--- config.mk ---
export PLATFORM = sky130hd
export DESIGN_NAME = pcs_core
export DESIGN_NICKNAME = d
export VERILOG_FILES = /design/src/pcs_pkg.sv /design/src/pcs_ret_stack.sv /design/src/pcs_core.sv
export VERILOG_INCLUDE_DIRS = /design/src
export SDC_FILE = /design/constraint.sdc
export NUM_CORES = 1
export LEC_CHECK = 0
export ABC_AREA = 1
export BUFFER_PORTS_ARGS = -buffer_cell sky130_fd_sc_hd__buf_2
export CAP_MARGIN = 0
export CELL_PAD_IN_SITES_DETAIL_PLACEMENT = 1
export CELL_PAD_IN_SITES_GLOBAL_PLACEMENT = 1
export CORE_ASPECT_RATIO = 0.8
export CORE_MARGIN = 4
export CORE_UTILIZATION = 40
export CTS_CLUSTER_DIAMETER = 60
export DETAILED_ROUTE_END_ITERATION = 7
export MAX_ROUTING_LAYER = met4
export PLACE_DENSITY = 0.83
export SYNTH_ARGS = -nofsm -noshare
export SYNTH_HDL_FRONTEND = slang
export SYNTH_SLANG_ARGS = --single-unit
--- constraint.sdc ---
create_clock -name sys_clk -period 3.27 [get_ports sys_clk]
set_clock_uncertainty 0.15 [all_clocks]
set_input_delay 0.327 -clock sys_clk [delete_from_list [all_inputs] [get_ports sys_clk]]
set_output_delay 0.327 -clock sys_clk [all_outputs]
set_load 0.005 [all_outputs]
--- src/pcs_map.svh ---
// Constant map for the program counter and call stack
`ifndef PCS_MAP_SVH
`define PCS_MAP_SVH
`define PCS_PC_W 9
`define PCS_LOW_W 8
`define PCS_LIT_W 8
`define PCS_STACK_DEPTH 2
`define PCS_PC_RESET 9'h1FF
`define PCS_PC_ZERO 9'h000
`define PCS_PC_ONE 9'h001
`define PCS_HIGH_BIT 8
`endif

--- src/pcs_pkg.sv ---
// Types shared by the program counter and call stack
package pcs_pkg;
  typedef enum logic [2:0] {
    PCS_OP_STEP,
    PCS_OP_JUMP,
    PCS_OP_CALL,
    PCS_OP_LOW_WRITE,
    PCS_OP_RETURN
  } pcs_op_e;

  typedef struct packed {
    pcs_op_e op;
    logic [8:0] target;
    logic [7:0] literal;
  } pcs_cmd_s;
endpackage

--- src/pcs_ret_stack.sv ---
// Two-level return stack
`include "pcs_map.svh"
module pcs_ret_stack #(
  parameter int ADDR_W = `PCS_PC_W
) (
  input wire logic sys_clk,
  input wire logic push,
  input wire logic pop,
  input wire logic [ADDR_W-1:0] push_addr,
  output logic [ADDR_W-1:0] top,
  output logic [ADDR_W-1:0] second
);
  // ========================================
  // Storage
  logic [ADDR_W-1:0] lvl_q [`PCS_STACK_DEPTH];
  logic [ADDR_W-1:0] lvl_d [`PCS_STACK_DEPTH];

  // Reset leaves contents alone on purpose
  always_comb begin
    lvl_d[0] = lvl_q[0];
    lvl_d[1] = lvl_q[1];
    if (push) begin
      lvl_d[1] = lvl_q[0];
      lvl_d[0] = push_addr;
    end else if (pop) begin
      lvl_d[0] = lvl_q[1];
    end
  end

  always_ff @(posedge sys_clk) begin
    lvl_q[0] <= lvl_d[0];
    lvl_q[1] <= lvl_d[1];
  end

  assign top = lvl_q[0];
  assign second = lvl_q[1];
endmodule

--- src/pcs_core.sv ---
// Program counter and two-level call stack sequencer
//
// Function
// - Counter steps by one each cycle unless the instruction loads it.
// - Absolute jump loads all nine counter bits from the address field.
// - Low counter byte register reads and writes counter bits 7:0.
// - Call or low byte write loads bits 7:0, forces bit 8 to zero.
// - Move, add or bit-set targeting the low byte act as low byte writes.
// - Any reset sets the counter to all ones, the last program word.
// - After the last word executes, the counter wraps to zero.
// - Return stack has exactly two levels, 8 or 9 bits wide.
// - Call copies level one to two, then stores counter plus one.
// - Beyond two nested calls, older return addresses are dropped.
// - Return loads counter from level one, then copies two into one.
// - Repeated returns keep returning to the level-two address.
// - Return with literal loads the accumulator with its literal.
// - No overflow or underflow status is provided.
// - Stack changes only through calls and returns, never push or pop.
`include "pcs_map.svh"
module pcs_core #(
  parameter int STACK_W = `PCS_PC_W
) (
  input wire logic sys_clk,
  input wire logic rst,
  input wire pcs_pkg::pcs_cmd_s cmd,
  output logic [`PCS_PC_W-1:0] pc,
  output logic [`PCS_LOW_W-1:0] counter_low_byte,
  output logic acc_load,
  output logic [`PCS_LIT_W-1:0] acc_value
);
  // ========================================
  // Parameter check
  // Only the two documented memory variants make sense
  if (STACK_W != `PCS_LOW_W && STACK_W != `PCS_PC_W) begin : g_bad_width
    $error("STACK_W must be 8 or 9");
  end

  // ========================================
  // Helpers
  function automatic logic [`PCS_PC_W-1:0] low_target(input logic [`PCS_LOW_W-1:0] v);
    low_target = {1'b0, v};
  endfunction

  // Call and low byte writes share the bit-8 clear
  function automatic logic is_low_load(input pcs_pkg::pcs_op_e op);
    is_low_load = (op == pcs_pkg::PCS_OP_CALL) || (op == pcs_pkg::PCS_OP_LOW_WRITE);
  endfunction

  function automatic logic [`PCS_PC_W-1:0] widen(input logic [STACK_W-1:0] v);
    logic [`PCS_PC_W-1:0] w;
    w = '0;
    w[STACK_W-1:0] = v;
    widen = w;
  endfunction

  // ========================================
  // Stack
  logic push;
  logic pop;
  logic [`PCS_PC_W-1:0] ret_addr;
  logic [STACK_W-1:0] stk_top;
  logic [STACK_W-1:0] stk_second;

  assign push = (cmd.op == pcs_pkg::PCS_OP_CALL) && !rst;
  assign pop = (cmd.op == pcs_pkg::PCS_OP_RETURN) && !rst;
  assign ret_addr = pc + `PCS_PC_ONE;

  pcs_ret_stack #(
    .ADDR_W(STACK_W)
  ) u_stack (
    .sys_clk(sys_clk),
    .push(push),
    .pop(pop),
    .push_addr(ret_addr[STACK_W-1:0]),
    .top(stk_top),
    .second(stk_second)
  );

  // ========================================
  // Counter and accumulator load
  logic [`PCS_PC_W-1:0] pc_d;
  logic [`PCS_PC_W-1:0] pc_q;
  logic acc_load_d;
  logic acc_load_q;
  logic [`PCS_LIT_W-1:0] acc_d;
  logic [`PCS_LIT_W-1:0] acc_q;

  // No overflow flag by design: old entries just fall off
  always_comb begin
    pc_d = pc_q + `PCS_PC_ONE;
    unique case (cmd.op)
      pcs_pkg::PCS_OP_STEP: begin
      end
      pcs_pkg::PCS_OP_JUMP: begin
        pc_d = cmd.target;
      end
      pcs_pkg::PCS_OP_CALL: begin
        pc_d = low_target(cmd.target[`PCS_LOW_W-1:0]);
      end
      pcs_pkg::PCS_OP_LOW_WRITE: begin
        pc_d = low_target(cmd.target[`PCS_LOW_W-1:0]);
      end
      pcs_pkg::PCS_OP_RETURN: begin
        pc_d = widen(stk_top);
      end
      default: begin
      end
    endcase
    if (rst) begin
      pc_d = `PCS_PC_RESET;
    end
  end

  always_ff @(posedge sys_clk) begin
    pc_q <= pc_d;
  end

  // Literal handed to the accumulator on a return
  always_comb begin
    acc_load_d = 1'b0;
    acc_d = acc_q;
    if (cmd.op == pcs_pkg::PCS_OP_RETURN) begin
      acc_load_d = 1'b1;
      acc_d = cmd.literal;
    end
    if (rst) begin
      acc_load_d = 1'b0;
      acc_d = '0;
    end
  end

  always_ff @(posedge sys_clk) begin
    acc_load_q <= acc_load_d;
    acc_q <= acc_d;
  end

  assign pc = pc_q;
  assign counter_low_byte = pc_q[7:0];
  assign acc_load = acc_load_q;
  assign acc_value = acc_q;

  // ========================================
  // Reference stack for the checks
  // Built from pc alone, so a fault inside the stack module still shows
  logic [`PCS_PC_W-1:0] chk_next;
  logic [`PCS_PC_W-1:0] chk_push;
  logic [`PCS_PC_W-1:0] chk_top_d;
  logic [`PCS_PC_W-1:0] chk_top_q;
  logic [`PCS_PC_W-1:0] chk_sec_d;
  logic [`PCS_PC_W-1:0] chk_sec_q;
  logic chk_top_ok_d;
  logic chk_top_ok_q;
  logic chk_sec_ok_d;
  logic chk_sec_ok_q;

  // Validity drops on reset though the levels survive: a safe undercount
  always_comb begin
    chk_next = pc + `PCS_PC_ONE;
    chk_push = widen(chk_next[STACK_W-1:0]);
    chk_top_d = chk_top_q;
    chk_sec_d = chk_sec_q;
    chk_top_ok_d = chk_top_ok_q;
    chk_sec_ok_d = chk_sec_ok_q;
    if (cmd.op == pcs_pkg::PCS_OP_CALL) begin
      chk_sec_d = chk_top_q;
      chk_sec_ok_d = chk_top_ok_q;
      chk_top_d = chk_push;
      chk_top_ok_d = 1'b1;
    end else if (cmd.op == pcs_pkg::PCS_OP_RETURN) begin
      chk_top_d = chk_sec_q;
      chk_top_ok_d = chk_sec_ok_q;
    end
    if (rst) begin
      chk_top_ok_d = 1'b0;
      chk_sec_ok_d = 1'b0;
    end
  end

  always_ff @(posedge sys_clk) begin
    chk_top_q <= chk_top_d;
    chk_sec_q <= chk_sec_d;
    chk_top_ok_q <= chk_top_ok_d;
    chk_sec_ok_q <= chk_sec_ok_d;
  end
endmodule

==> results.md <==
Clock tree:
- The root buffer cell chosen for the clock tree is sky130_fd_sc_hd__clkbuf_8.
- The maximum level of the CTS H-tree is 2.
- The clock-pin transition on the worst setup and hold timing paths is 0.07 ns.
- The CTS tree is done.
- CTS saw 36 sinks.
- The number of hold buffers added after CTS is 0.
- Post-CTS repair changed the size of 0 cells.
- The source-to-sink clock delay at the later pin of the worst-skew pair is 0.29 ns.
- The number of buffers created by CTS is 5.
- Post-CTS timing repair inserted 0 buffers for setup.
- In this run the deepest clock path goes through 2 buffers.

Place:
- The wire-length estimate of the detail-placed layout is 3.043 mm.
- The placed cell count is 285.
- The routability congestion estimate is 0.7797.
- Input and output buffers added on the ports amount to 47.

Synth:
- Averaged over all synthesized cells, the footprint is 8.438 um^2.
- The sequential element share of the synthesized area is 54.75%.
- The number of instances in the synthesized netlist is 195.
- Sorting the synthesized cells by area gives the leading types as sky130_fd_sc_hd__edfxtp_1 33%, sky130_fd_sc_hd__dfxtp_1 22%, sky130_fd_sc_hd__nand2_1 14%, sky130_fd_sc_hd__nor2_1 7.3%, sky130_fd_sc_hd__nand3_1 4.9%.
- In this run, synthesis produced a sequential element count of 36.
- Summed over all instances, the cell type with the most area after synthesis is sky130_fd_sc_hd__edfxtp_1.
- The area share of the largest cell type after synthesis is 32.85%.
- The number of warnings reported in the yosys synthesis log is 0.
- The summed instance area of the synthesized netlist is 1645 um^2.
- Synthesis produced a netlist with a net count of 218.
- Yosys mapped the design onto 21 distinct sky130hd cell types.

Drt:
- Using the TritonRoute via totals, the vias-per-cell ratio works out to 4.744.
- The routed wire length per instance is 13.78 um.
- The final routed DRC violation total is 0.
- The first-pass iteration count of the detailed router is 4.
- The count of nets left with antenna violations once routing finished came out at 0.
- The detailed router finished its first iteration with 83 violations.
- Summing over every cut layer, the via total after detailed routing is 1390.
- The final wirelength is 4.038 mm.

Global route:
- For this run, the total global-route usage over all layers was measured as 17.89%.
- The number of antenna violations at the first check in global routing was 0.
- Entering global routing, the biggest net connects 19 pins.
- The via count of the first global-routing pass is 1401.
- The global-route congestion overflow total is 0.
- The first-pass GRT wire length is 6.810 mm.

Critical path:
- Walking the worst path, the cells encountered are buf_2 -> nor2_1 -> nand2_1 -> o21ai_0.
- The cell with the biggest individual delay on the critical path is sky130_fd_sc_hd__o21ai_0.
- Setup slack on the worst reg-to-reg path comes out at 1.68 ns.
- The worst setup path is captured at a flip-flop.
- The arrival time at the worst endpoint is 1.99 ns.
- The worst register-to-register path ends at u_stack.lvl_q[0][4]$_DFFE_PP_.
- The kind of cell with the highest combined delay along the critical path is compound AO/OA/AOI/OAI gates.
- In this run the critical register-to-register path is launched from pc[0]$_SDFF_PP1_.
- For the worst setup path, the data required time is 3.02 ns.
- The worst register-to-register path has a depth of 5.
- The largest fanout of any net on the critical path is 12.
- The worst stage delay on the critical path is 1.06 ns.
- The worst setup path is launched from an input pin.
- The combined buffer and inverter count along the critical path is 1.
- The type of the setup path with the least slack is in2reg.

Outcome:
- The run finished with clean final reports.

STA:
- After layout, the minimum clock period comes to 2.241 ns.
- The total setup violations reported at the end of the flow is 0.
- In the final timing run, aggregate negative setup slack is 0 ns.
- At the pin with the least slew margin, the transition time is 1.263 ns.
- The count of final hold-check violations is 0.
- Setup repair after global routing left no endpoint under its margin.
- In the finished design, the share of the clock period the worst path needs comes to 68.54%.
- The maximum achievable frequency is 446.2 MHz.
- The worst hold slack is 0.1188 ns.
- The worst slew margin relative to its limit is 14.91%.
- The count of final max-slew check failures is 0.

Run:
- The count of max-cap constraint violations is 0.

Finish:
- The number of fill cells is 494.
- The count of non-filler cells in the finished layout is 293.
- Summing all flip-flop and latch instances after layout gives 900.9 um^2.
- The signed area change from the synthesized netlist to the final layout is 19.47%.
- Cells with a size suffix above 1 make up 26.47% of the layout.
- In the final design database the tool counted 260 nets.
- 0 antenna diodes ended up in the layout.
- The total area of multi-input combinational cells is 600.6 um^2.

Floorplanning:
- The floorplan step defined a core boundary enclosing 3879 um^2.
- In this run the count of I/O pins placed on the die edge is 48.
- The height of the chip is 65.37 um.
- From left edge to right edge, the die measures 79.71 um.
- The effective utilization at floorplan is 42.42%.
- The die covers 5210 um^2.
- The placement row count is 20.

Worst hold path:
- The path with the worst hold slack has its endpoint at pc[1]$_SDFF_PP1_.
- The cell depth of the worst hold path is 3.
- The worst hold path startpoint is cmd[9].
- The tightest min-delay check is of the in2reg type.

Pwr:
- Dividing total power by cell area gives a power density of 542.9 nW/um^2.
- The leakage power is 0.9328 nW.
- The worst IR drop on VDD is 0.2729 mV.
worst max path at each step:
stage          startpoint                             to  slack (ns)  cells past startpoint
3_3_place_gp      cmd[17]  u_stack.lvl_q[0][1]$_DFFE_PP_        0.85                      4
3_5_place_dp      cmd[17]  u_stack.lvl_q[0][8]$_DFFE_PP_        0.71                      4
5_1_grt           cmd[17]  u_stack.lvl_q[0][7]$_DFFE_PP_        0.81                      4
2_1_floorplan         rst  u_stack.lvl_q[0][0]$_DFFE_PP_        1.24                      5
4_1_cts           cmd[17]  u_stack.lvl_q[0][4]$_DFFE_PP_        1.01                      4
6_report          cmd[17]  u_stack.lvl_q[0][8]$_DFFE_PP_        1.03                      4
per-stage QoR:
step / area (um^2) / setup slack (ns) / util [%] / power (mW)
after detailed placement: 1858 / 0.7136 / 47.90 / 0.6931
after CTS: 1966 / 1.007 / 50.68 / 1.081
after global placement: 1858 / 0.8470 / 47.90 / 0.6885
final: 1966 / 1.029 / 50.68 / 1.067
after global routing: 1966 / 0.8150 / 50.68 / 1.126
after floorplan: 1645 / 1.235 / - / 0.6375
Yosys cell counts:
master and instances:
sky130_fd_sc_hd__inv_2 3, sky130_fd_sc_hd__nor2_1 32, sky130_fd_sc_hd__edfxtp_1 18, sky130_fd_sc_hd__a21oi_1 3, sky130_fd_sc_hd__o21ai_0 10, sky130_fd_sc_hd__nor3_4 1, sky130_fd_sc_hd__o21ai_2 1, sky130_fd_sc_hd__clkbuf_1 1
sky130_fd_sc_hd__dfxtp_1 18, sky130_fd_sc_hd__xor2_1 1, sky130_fd_sc_hd__xnor2_1 2, sky130_fd_sc_hd__ha_1 1, sky130_fd_sc_hd__inv_1 9, sky130_fd_sc_hd__nand2_1 62, sky130_fd_sc_hd__nor2_4 1, sky130_fd_sc_hd__nand3_1 16
sky130_fd_sc_hd__buf_6 2, sky130_fd_sc_hd__nand2_2 2, sky130_fd_sc_hd__clkbuf_2 1, sky130_fd_sc_hd__buf_4 9, sky130_fd_sc_hd__o21bai_1 2
flip-flops by register name, indices dropped and copies added, names as in the netlist:
signal and count:
u_stack.lvl_q 18, pc 9, acc_value 8, acc_load 1
layout make-up:
cell class	count	share of cell area [%]
inverters	12	2.292
flip-flops and latches	36	45.83
clock inverters	2	1.782
repair buffers	48	12.35
clock buffers	6	3.692
multi-input cells	134	30.55
well taps	55	3.501
layer usage:
layer	wire [um]	GRT usage (%)	part of all wire [%]
met1	2004	23.92	50
met2	1729	26.25	43
met3	250	5.068	6.2
met4	53	5.794	1.3
met5	0	-	0
layout by cell type, fill, tap and decap left out:
cell and instances:
sky130_fd_sc_hd__xnor2_1 2, sky130_fd_sc_hd__buf_2 47, sky130_fd_sc_hd__nand2_2 2, sky130_fd_sc_hd__o21ai_2 1
sky130_fd_sc_hd__ha_1 1, sky130_fd_sc_hd__bufinv_16 1, sky130_fd_sc_hd__clkinv_2 1, sky130_fd_sc_hd__inv_2 3
sky130_fd_sc_hd__dfxtp_1 18, sky130_fd_sc_hd__nor3_4 1, sky130_fd_sc_hd__o21ai_0 10, sky130_fd_sc_hd__clkbuf_8 5
sky130_fd_sc_hd__nor2_4 1, sky130_fd_sc_hd__buf_4 1, sky130_fd_sc_hd__xor2_1 1, sky130_fd_sc_hd__a21oi_1 3
sky130_fd_sc_hd__edfxtp_1 18, sky130_fd_sc_hd__o21bai_1 2, sky130_fd_sc_hd__clkbuf_1 1, sky130_fd_sc_hd__nand2_1 62
sky130_fd_sc_hd__nor2_1 32, sky130_fd_sc_hd__inv_1 9, sky130_fd_sc_hd__nand3_1 16
where the power goes:
part | total (mW) | internal, mW | switching [mW]
Sequential | 0.519 | 0.497 | 0.0221
Combinational | 0.162 | 0.0656 | 0.0959
Clock | 0.386 | 0.226 | 0.160
worst reg2reg max path, stage by stage, from the launching register on:
cell	delay [ns]
sky130_fd_sc_hd__dfxtp_1	0.44
sky130_fd_sc_hd__ha_1	0.22
sky130_fd_sc_hd__nand3_1	0.16
sky130_fd_sc_hd__xnor2_1	0.31
sky130_fd_sc_hd__nand2_1	0.10
sky130_fd_sc_hd__nand2_1	0.08
logic make-up after synthesis:
logic type	share of synthesized area [%]
compound gates	5.399
xor+xnor	1.597
fa+ha+maj	0.7603
buf+inv	8.744
flops	54.75
simple gates	28.75
Note: power is estimated with default switching activity, not from simulation.
